<file path="src/logic/ec_port_defines.svh">
// offsets, field positions, reset values and sizes of the host runtime port
`ifndef EC_PORT_DEFINES_SVH
`define EC_PORT_DEFINES_SVH
// host window, relative to the programmed host base
`define EC_OFF_LANE0 4'h0
`define EC_OFF_LANE1 4'h1
`define EC_OFF_LANE2 4'h2
`define EC_OFF_LANE3 4'h3
`define EC_OFF_CMD_STAT 4'h4
`define EC_OFF_BYTECTL 4'h5
`define EC_HOST_SPAN 16'h0008
// controller window, relative to the fixed internal base
`define EC_CTL_BASE 16'h0100
`define EC_CTL_SPAN 16'h0010
`define EC_CTL_C2H0 4'h0
`define EC_CTL_STATUS 4'h4
`define EC_CTL_BYTECTL 4'h5
`define EC_CTL_H2C0 4'h8
// status and byte control fields
`define EC_ST_OBF 0
`define EC_ST_IBF 1
`define EC_ST_CMD 3
`define EC_ST_SW_MASK 8'hF4
`define EC_BC_WIDE 0
// reset values and buffer shape
`define EC_RST_BYTE 8'h00
`define EC_FIFO_DEPTH 32
`define EC_FIFO_WIDTH 33
`endif

</file>
<file path="src/logic/ec_port_pkg.sv">
// types shared by the host runtime port, its bus master model and its bench
package ec_port_pkg;
  typedef struct packed {
    logic rd;
    logic wr;
    logic [15:0] addr;
    logic [7:0] wdata;
  } bus_req_t;

  typedef struct packed {
    logic is_cmd;
    logic [3:0][7:0] bytes;
  } h2c_word_t;

  typedef struct packed {
    logic [3:0][7:0] h2c;
    logic [3:0][7:0] c2h;
    logic [7:0] sw_flags;
    logic output_full_flag;
    logic input_full_flag;
    logic cmd;
    logic wide;
    logic [7:0] host_rdata;
    logic [7:0] ctl_rdata;
    logic push_v;
    h2c_word_t push_word;
  } port_state_t;
endpackage : ec_port_pkg

</file>
<file path="src/logic/controller_firmware_host_runtime_port.sv">
// host runtime port of the embedded-controller mailbox, with word buffer
//
// Implementation choice: the plain strobed port.
`timescale 1ns/1ps
`include "ec_port_defines.svh"

module ec_word_fifo #(
  parameter int WIDTH = `EC_FIFO_WIDTH,
  parameter int DEPTH = `EC_FIFO_DEPTH
) (
  // clock and reset
  input wire logic core_clk_in,
  input wire logic arst_n_in,
  // filling side
  input wire logic in_valid_in,
  output logic in_ready_out,
  input wire logic [WIDTH-1:0] in_data_in,
  // draining side
  output logic out_valid_out,
  input wire logic out_ready_in,
  output logic [WIDTH-1:0] out_data_out
);
  localparam int AW = $clog2(DEPTH);

  typedef struct packed {
    logic [AW-1:0] wr_ptr;
    logic [AW-1:0] rd_ptr;
    logic [AW:0] cnt;
    logic room;
    logic head_v;
    logic [WIDTH-1:0] head;
  } fifo_state_t;

  fifo_state_t st_r;
  fifo_state_t st_nxt;
  logic [WIDTH-1:0] mem [DEPTH];
  logic push;
  logic pop_mem;

  // head stage keeps the read data straight from a flop
  always_comb begin
    st_nxt = st_r;
    push = in_valid_in && st_r.room;
    pop_mem = (st_r.cnt != '0) && (!st_r.head_v || out_ready_in);
    if (push) begin
      st_nxt.wr_ptr = st_r.wr_ptr + 1'b1;
    end
    if (pop_mem) begin
      st_nxt.rd_ptr = st_r.rd_ptr + 1'b1;
      st_nxt.head = mem[st_r.rd_ptr];
      st_nxt.head_v = 1'b1;
    end else if (out_ready_in) begin
      st_nxt.head_v = 1'b0;
    end
    st_nxt.cnt = st_r.cnt + (AW+1)'(push) - (AW+1)'(pop_mem);
    st_nxt.room = (st_nxt.cnt + (AW+1)'(st_nxt.head_v) != (AW+1)'(DEPTH));
  end

  always_ff @(posedge core_clk_in or negedge arst_n_in) begin
    if (!arst_n_in) begin
      st_r <= '{room: 1'b1, default: '0};
    end else begin
      st_r <= st_nxt;
    end
  end

  // storage carries no reset; only written words are ever read
  always_ff @(posedge core_clk_in) begin
    if (push) begin
      mem[st_r.wr_ptr] <= in_data_in;
    end
  end

  assign in_ready_out = st_r.room;
  assign out_valid_out = st_r.head_v;
  assign out_data_out = st_r.head;
endmodule : ec_word_fifo

module controller_firmware_host_runtime_port (
  // clock and reset
  input wire logic core_clk_in,
  input wire logic arst_n_in,
  // host register port
  input wire logic [15:0] host_base_in,
  input wire ec_port_pkg::bus_req_t host_req_in,
  output logic [7:0] host_rdata_out,
  // controller register port
  input wire ec_port_pkg::bus_req_t ctl_req_in,
  output logic [7:0] ctl_rdata_out,
  // host-to-controller word stream
  output logic stream_room_out,
  output logic stream_valid_out,
  input wire logic stream_ready_in,
  output ec_port_pkg::h2c_word_t stream_word_out,
  // mailbox flags
  output logic input_full_flag_out,
  output logic output_full_flag_out,
  output logic wide_mode_out
);
  import ec_port_pkg::*;

  port_state_t st_r;
  port_state_t st_nxt;
  logic [4:0] host_dec;
  logic [4:0] ctl_dec;
  logic h_rd;
  logic h_wr;
  logic [3:0] h_off;
  logic c_rd;
  logic c_wr;
  logic [3:0] c_off;
  logic h_lane_wr;
  logic h_cmd_wr;
  logic h_commit;
  logic c_obf_set;
  logic c_ibf_clr;
  logic fifo_ready;
  logic [`EC_FIFO_WIDTH-1:0] fifo_out;

  // returns {hit, offset}; both windows share this decode
  function automatic logic [4:0] win_dec(input logic [15:0] a,
                                         input logic [15:0] base,
                                         input logic [15:0] span);
    logic [15:0] d;
    d = a - base;
    win_dec = {(d < span), d[3:0]};
  endfunction : win_dec

  function automatic logic [7:0] status_byte(input port_state_t s);
    logic [7:0] b;
    b = s.sw_flags & `EC_ST_SW_MASK;
    b[`EC_ST_OBF] = s.output_full_flag;
    b[`EC_ST_IBF] = s.input_full_flag;
    b[`EC_ST_CMD] = s.cmd;
    status_byte = b;
  endfunction : status_byte

  always_comb begin
    host_dec = win_dec(host_req_in.addr, host_base_in, `EC_HOST_SPAN);
    ctl_dec = win_dec(ctl_req_in.addr, `EC_CTL_BASE, `EC_CTL_SPAN);
    h_off = host_dec[3:0];
    c_off = ctl_dec[3:0];
    h_rd = host_req_in.rd && host_dec[4];
    h_wr = host_req_in.wr && host_dec[4];
    c_rd = ctl_req_in.rd && ctl_dec[4];
    c_wr = ctl_req_in.wr && ctl_dec[4];
    h_lane_wr = h_wr && (h_off <= `EC_OFF_LANE3);
    h_cmd_wr = h_wr && (h_off == `EC_OFF_CMD_STAT);
    // the lane that closes a transfer depends on the mode
    h_commit = h_cmd_wr
      || (h_wr && !st_r.wide && h_off == `EC_OFF_LANE0)
      || (h_wr && st_r.wide && h_off == `EC_OFF_LANE3);
    c_obf_set = c_wr && (st_r.wide ? c_off == `EC_CTL_C2H0 + 4'h3
                                   : c_off == `EC_CTL_C2H0);
    c_ibf_clr = c_rd && (st_r.wide ? c_off == `EC_CTL_H2C0 + 4'h3
                                   : c_off == `EC_CTL_H2C0);
  end

  always_comb begin
    st_nxt = st_r;
    st_nxt.push_v = 1'b0;
    st_nxt.host_rdata = `EC_RST_BYTE;
    st_nxt.ctl_rdata = `EC_RST_BYTE;

    // controller side; clears come first so host sets win
    if (c_wr) begin
      if (c_off <= `EC_CTL_C2H0 + 4'h3) begin
        st_nxt.c2h[c_off[1:0]] = ctl_req_in.wdata;
      end
      if (c_off == `EC_CTL_STATUS) begin
        st_nxt.sw_flags = ctl_req_in.wdata & `EC_ST_SW_MASK;
      end
      if (c_off == `EC_CTL_BYTECTL) begin
        st_nxt.wide = ctl_req_in.wdata[`EC_BC_WIDE];
      end
    end
    if (c_obf_set) begin
      st_nxt.output_full_flag = 1'b1;
    end
    if (c_ibf_clr) begin
      st_nxt.input_full_flag = 1'b0;
    end
    if (c_rd) begin
      if (c_off <= `EC_CTL_C2H0 + 4'h3) begin
        st_nxt.ctl_rdata = st_r.c2h[c_off[1:0]];
      end else if (c_off == `EC_CTL_STATUS) begin
        st_nxt.ctl_rdata = status_byte(st_r);
      end else if (c_off == `EC_CTL_BYTECTL) begin
        st_nxt.ctl_rdata = {7'h00, st_r.wide};
      end else if (c_off >= `EC_CTL_H2C0) begin
        st_nxt.ctl_rdata = st_r.h2c[c_off[1:0]];
      end
    end

    // host side
    if (h_lane_wr) begin
      st_nxt.cmd = 1'b0;
      // upper lanes drop their data in legacy mode
      if (st_r.wide || h_off == `EC_OFF_LANE0) begin
        st_nxt.h2c[h_off[1:0]] = host_req_in.wdata;
      end
    end
    if (h_cmd_wr) begin
      st_nxt.h2c[0] = host_req_in.wdata;
      st_nxt.cmd = 1'b1;
    end
    if (h_commit) begin
      st_nxt.input_full_flag = 1'b1;
      st_nxt.push_v = 1'b1;
      st_nxt.push_word.is_cmd = h_cmd_wr;
      st_nxt.push_word.bytes = st_nxt.h2c;
    end
    if (h_rd) begin
      case (h_off)
        `EC_OFF_LANE0, `EC_OFF_LANE1, `EC_OFF_LANE2, `EC_OFF_LANE3: begin
          if (st_r.wide || h_off == `EC_OFF_LANE0) begin
            st_nxt.host_rdata = st_r.c2h[h_off[1:0]];
          end
        end
        `EC_OFF_CMD_STAT: begin
          st_nxt.host_rdata = status_byte(st_r);
        end
        `EC_OFF_BYTECTL: begin
          st_nxt.host_rdata = {7'h00, st_r.wide};
        end
        default: begin
          st_nxt.host_rdata = `EC_RST_BYTE;
        end
      endcase
      // a read that empties is overridden by a same-cycle set: set wins
      if ((!st_r.wide && h_off == `EC_OFF_LANE0 && !c_obf_set)
          || (st_r.wide && h_off == `EC_OFF_LANE3 && !c_obf_set)) begin
        st_nxt.output_full_flag = 1'b0;
      end
    end
  end

  always_ff @(posedge core_clk_in or negedge arst_n_in) begin
    if (!arst_n_in) begin
      st_r <= '0;
    end else begin
      st_r <= st_nxt;
    end
  end

  // a commit while the buffer is full is lost; stream_room_out warns first
  ec_word_fifo #(
    .WIDTH(`EC_FIFO_WIDTH),
    .DEPTH(`EC_FIFO_DEPTH)
  ) u_word_fifo (
    .core_clk_in(core_clk_in),
    .arst_n_in(arst_n_in),
    .in_valid_in(st_r.push_v),
    .in_ready_out(fifo_ready),
    .in_data_in(st_r.push_word),
    .out_valid_out(stream_valid_out),
    .out_ready_in(stream_ready_in),
    .out_data_out(fifo_out)
  );

  assign stream_room_out = fifo_ready;
  assign stream_word_out = h2c_word_t'(fifo_out);
  assign host_rdata_out = st_r.host_rdata;
  assign ctl_rdata_out = st_r.ctl_rdata;
  assign input_full_flag_out = st_r.input_full_flag;
  assign output_full_flag_out = st_r.output_full_flag;
  assign wide_mode_out = st_r.wide;
endmodule : controller_firmware_host_runtime_port

</file>
<file path="config.mk">
export PLATFORM = sky130hd
export DESIGN_NAME = controller_firmware_host_runtime_port
export DESIGN_NICKNAME = d
export VERILOG_FILES = /design/src/logic/ec_port_pkg.sv /design/src/logic/controller_firmware_host_runtime_port.sv
export VERILOG_INCLUDE_DIRS = /design/src /design/src/logic
export SDC_FILE = /design/constraint.sdc
export NUM_CORES = 1
export LEC_CHECK = 0
export ABC_AREA = 1
export BUFFER_PORTS_ARGS = -buffer_cell sky130_fd_sc_hd__buf_2
export CAP_MARGIN = 20
export CORE_MARGIN = 8
export CORE_UTILIZATION = 50
export CTS_BUF_LIST = sky130_fd_sc_hd__clkbuf_4 sky130_fd_sc_hd__clkbuf_8
export CTS_CLUSTER_DIAMETER = 100
export DETAILED_ROUTE_END_ITERATION = 8
export PLACE_DENSITY = 0.66
export RECOVER_POWER = 100
export SLEW_MARGIN = 25
export SYNTH_ARGS = -nofsm -noshare
export SYNTH_HDL_FRONTEND = slang
export SYNTH_SLANG_ARGS = --single-unit
</file>
<file path="constraint.sdc">
create_clock -name core_clk_in -period 10.6 [get_ports core_clk_in]
set_input_delay 0.53 -clock core_clk_in [delete_from_list [all_inputs] [get_ports core_clk_in]]
set_output_delay 0.53 -clock core_clk_in [all_outputs]
set_load 0.01 [all_outputs]
</file>
### Word level (Yosys, flattened, before mapping)

Memories as Yosys holds them, arrays and structs flattened. A register that Yosys moved wholly into a read port is not among the register bits.
Index checks and enable logic that the tools add are counted.

* equal/unequal tests: 11
* mux-type cells: 37
* $lt $le $gt $ge: 9
* add/sub/neg operators: 7
* reduce and logical (&&, ||, !) cells: 38

Operators with widths (count)
* $mux W8: 13
* $bwmux W32: 2
* $mux W32: 2
* $bmux W8 S2: 3
* $mux W34: 1
* $demux W8 S2: 2
* $pmux W8 S3: 1
* $logic_and A1 B1 Y1: 20
* $eq A4 B3 Y1 const B: 4
* $lt A16 B4 Y1 const B: 1
* $lt A16 B5 Y1 const B: 1
* $sub A16 B16 Y16: 1
* $sub A16 B9 Y16 const B: 1
* $mux W1: 13
* $add A6 B1 Y6: 2
* $eq A4 B2 Y1 const B: 3
* $add A5 B1 Y5 const B: 2
* $eq A4 B4 Y1 const B: 2
* $le A4 B2 Y1 const B: 2
* $logic_not A4 Y1: 2
* $lt A2 B3 Y1 const B: 2
* $ne A6 B6 Y1 const B: 1
* $reduce_and A2 Y1: 3
* $reduce_bool A6 Y1: 1
* 8 further kinds: 17

* register bits: 141
* memories kept: 1
* output and inout port bits: 54
* bits in writable memories: 1056

Memories
* u_word_fifo.mem: depth 32, width 33, read ports 1, clocked after Yosys merged registers in 1, write ports 1, line controller_firmware_host_runtime_port.sv:36 `logic [WIDTH-1:0] mem [DEPTH];`

### Logic depth before layout (Yosys ltp)

* depth in word-level cells: 10
* mapped depth: 21
* depth with buffers taken out: 20

### By module

Synthesis repeated with hierarchy kept, for this count alone.

* cells, all modules: 5287
* area total of the unflattened synthesis: 53895.4 µm²

Modules (own cells, without submodules)
* ec_word_fifo: area an instance 46728.6 µm², cells each 4319, instances 1
* controller_firmware_host_runtime_port: area an instance 7166.9 µm², cells each 968, instances 1

### Worst setup path before layout

No wires, ideal clock.

* path type: register to register
* start: register u_word_fifo.st_r (netlist bit u_word_fifo.in_ready_out)
* end: memory u_word_fifo.mem[15][0] (netlist name) (enable)
* arrival time: 3.021 ns
* stages on the path, launching flop included: 3
* clock period less this slack: 3.487 ns
* data required time: 10.133 ns
* path buffers: 0
* setup slack: 7.113 ns
* cell sequence: dfstp_2 > nand2_1 > nor3_1

* longest elaborated chain between the ends: 3

RTL lines
* start: declaration: line controller_firmware_host_runtime_port.sv:34 `fifo_state_t st_r;`
* start signal: assignment: line controller_firmware_host_runtime_port.sv:63 `st_r <= st_nxt;`
* $logic_and A1 B1 Y1: line controller_firmware_host_runtime_port.sv:43 `push = in_valid_in && st_r.room;`
* $mux W1: line controller_firmware_host_runtime_port.sv:69 `if (push) begin`
* $mux W1 (not written as such): line controller_firmware_host_runtime_port.sv:70 `mem[st_r.wr_ptr] <= in_data_in;`
* end: declaration: line controller_firmware_host_runtime_port.sv:36

No other way between the ends.

==> reports/metrics.csv <==
stage,metric,value,unit
floorplanning,die_h,334,um
detailed_routing,first_iter_violations,3912,
min_path,min_path_cells,4,
timing,finalSetupViolations,0,
detailed_routing,drc,0,
placement,placed_cell_area,52300,um^2
pwr,cellPowerDensity,227,nW/um^2
floorplanning,io_pins,125,
detailed_routing,drtPass1Iterations,6,
setup_path,path_class,primary input to async pin,
yosys,synth_cell_types,48,
timing,period_needed,6.00,ns
setup_path,cp_slowest_cell,clkbuf_1,
cells_and_area,fillers,8380,
timing,grt_setup_unrepaired,false,
clock_network,cts_tree,yes,
clock_network,clkSinkCount,1230,
timing,drv_slew,1382,
setup_path,end_kind,async pin,
floorplanning,start_util,0.505,
detailed_routing,vias,34569,
clock_network,cts_setup_buffers,0,
cells_and_area,fin_nets,4449,
setup_path,startpoint,arst_n_in,
timing,timing.fmax,167,MHz
placement,place_inst,5495,
setup_path,crit_top_cell,clkbuf_1,
floorplanning,die_x,334,um
placement,numPortBuffers,124,
timing,period_share,0.566,
floorplanning,core-area,100000,um^2
global_routing,grt_overflow_total,0,
cells_and_area,fin_util,0.559,
min_path,worst_hold_path_type,primary input to flip-flop,
yosys,synth_enable_flop_cells,1056,
timing,clock_skew,0.0406,ns
clock_network,clock_latency,0.87,ns
yosys,avgSynthCellArea,11.9,um^2
outcome,status,"complete, but fails checks",
timing,finalHoldViolCount,0,
setup_path,worstSetupEndpoint,u_word_fifo.out_data_out[5],
setup_path,critPathLaunchType,primary input,
global_routing,grt_pass1_wl,207000,um
yosys,syn_inst,4264,
clock_network,post_cts_resized,0,
setup_path,rrSetupSlack,5.06,ns
pwr,max-vdd-ir-drop,0.000220,V
timing,slew_headroom,-1.58,
cells_and_area,finalInstanceArea,56100,um^2
setup_path,r2r-start,u_word_fifo.st_r[37],
cells_and_area,stdcell_count,5868,
timing,finalSetupTns,0,ns
setup_path,crit_fanout,67,
floorplanning,num_rows,116,
yosys,ys_ff_latch,1230,
setup_path,r2r-end,u_word_fifo.out_data_out[4],
setup_path,arrival,6.04,ns
setup_path,crit_chain,dlygate4sd3_1 -> clkbuf_1 -> clkbuf_1,
global_routing,grt_use_total,0.242,
detailed_routing,drt_wl_total,139000,um
clock_network,cts_max_level,4,
setup_path,critical-path-top-delay-family,buffers and inverters,
pwr,p_leak,0.0174,uW
clock_network,cts_buffer_depth,3,
job,cap_violations,53,
yosys,synth_flop_cell,edfxtp_1,
global_routing,grt_pass1_vias,33169,
cells_and_area,drive_above_1_share,0.0992,
floorplanning,dieArea,112000,um^2
setup_path,crit_cells,3,
clock_network,cts_hold_buf,13,
yosys,yosysSeqAreaShare,0.712,
yosys,ys_warn_count,0,
yosys,synth_fp_nets,4367,
global_routing,grt_max_degree,215,
setup_path,slowest_delay,2.85,ns
yosys,async_reset_ff_frac,0.141,
setup_path,crit_required,10.65,ns
clock_network,clk_pin_slew_worst_paths,0.06,ns
cells_and_area,area_growth_syn_to_layout,10.7,%
clock_network,numCtsBuffers,192,
clock_network,cts-root-buf,clkbuf_8,
timing,worst_slew_pin_slew,3.87,ns
global_routing,antenna_found_initial,4,
placement,hpwl,73100,um
detailed_routing,postRouteAntennaNets,0,
yosys,syn-cell-area,50700,um^2
detailed_routing,post_drt_wl_per_cell,23.7,um
setup_path,worst-path-buf-inv,3,
detailed_routing,viasPerCell,5.89,
placement,gp_congestion,0.876,
outcome,violations,"max-capacitance violations, max-slew violations",
setup_path,r2r_cells,9,
cell usage after synthesis, types with 2 or more instances:
library cell,number,share of area
buf_6,3,0.00067
a31oi_1,6,0.00074
o22ai_1,196,0.024
and2_1,2,0.00025
edfxtp_1,1056,0.63
o211ai_1,32,0.0047
fa_1,2,0.00079
inv_2,2,0.00015
clkinv_1,6,0.00044
dfrtp_1,173,0.085
o2111ai_1,2,0.00035
nand4_2,2,0.00049
nand2_1,592,0.044
nor3_1,3,0.00030
buf_4,54,0.0080
o21ai_1,7,0.00069
nand4_1,109,0.013
o31ai_1,4,0.00059
ha_1,30,0.0074
nand3_1,149,0.015
xor2_1,10,0.0017
clkbuf_1,223,0.017
buf_2,10,0.00099
or2_2,3,0.00037
o221ai_1,101,0.017
xnor2_1,3,0.00052
a22o_1,2,0.00035
a21oi_1,21,0.0021
o2bb2ai_1,7,0.0012
buf_1,20,0.0015
nand2_2,3,0.00037
inv_1,160,0.012
o21ai_0,632,0.062
nor2_1,624,0.046
nor2_2,2,0.00025
cell families (layout without fill, tap and decap cells):
kind of cell	count (synthesis)	count (layout)	share of synthesized area
xor gates and xnor gates	13	13	0.00225
DFF	1230	1230	0.712
other	0	3	0
muxes	1	1	0.000198
and+or+nand+nor	1496	1496	0.122
AOI/OAI and AO/OA	1014	1014	0.116
adders and majority gates	32	32	0.00820
buffers and inverters	478	722	0.0401
layer usage:
layer / GRT usage / routed length [um]
met2: 0.399 / 66800
met5: 0 / 13
met3: 0.0413 / 12000
met4: 0.0849 / 4280
met1: 0.325 / 56000
report_power, final:
part	internal (uW)	switching [uW]
clock	2220	1850
sequential	5280	121
combinational	822	2410
state kept, by name, indices dropped and copies added (netlist names):
register / count
st_r: 104
ctl_rdata_out: 8
wide_mode_out: 1
host_rdata_out: 8
input_full_flag_out: 1
u_word_fifo.out_valid_out: 1
u_word_fifo.out_data_out: 33
u_word_fifo.mem: 1056
u_word_fifo.in_ready_out: 1
output_full_flag_out: 1
u_word_fifo.st_r: 16
placed cells by master (no fill, tap or decap), types with 10 or more instances in the layout:
master	n
o22ai_1	196
clkbuf_8	207
buf_4	20
dlygate4sd3_1	13
nand3_1	149
clkbuf_1	96
xor2_1	10
nor2_4	13
clkinv_1	35
o221ai_1	101
clkbuf_4	83
ha_1	30
dfrtp_1	169
nand4_1	111
nand2_1	593
o211ai_1	32
edfxtp_1	1056
inv_1	157
o21ai_0	632
nor2_1	613
buf_2	66
clkinv_2	14
a21oi_1	21
worst min-delay path by stage:
stage	to	slack [ns]	startpoint
global placement	u_word_fifo.out_data_out[2]	0.46	u_word_fifo.out_data_out[2]
detailed placement	u_word_fifo.out_data_out[1]	0.46	u_word_fifo.out_data_out[1]
floorplan	ctl_rdata_out[0]	0.23	arst_n_in
CTS	st_r[94]	0.002	host_req_in[0]
global route	wide_mode_out	0.05	ctl_req_in[24]
finish	wide_mode_out	0.06	ctl_req_in[24]
area by class of cell:
cell class	instances	area, um^2	area share
diodes	3	7.51	0.000134
clock buffers	290	3470	0.0619
clock inverters	66	504	0.00899
inverters	168	647	0.0115
multi-input cells	2556	12600	0.225
flip-flops and latches	1230	36100	0.643
well taps	1357	1700	0.0303
repair buffers	198	1040	0.0185
tightest hold or removal path: stages:
cell and delay [ns]:
buf_2 0.11, inv_1 0.06, nor3_1 0.06, mux2i_1 0.12
stage by stage:
step	hold slack [ns]	worst slack [ns]	power (uW)
after floorplan	0.234	7.11	7680
after global placement	0.459	6.15	8660
after detailed placement	0.464	6.04	8710
after CTS	0.00216	6.28	12800
after global routing	0.0490	3.44	13300
final	0.0634	4.60	12700
Note: power is estimated with default switching activity, not from simulation.
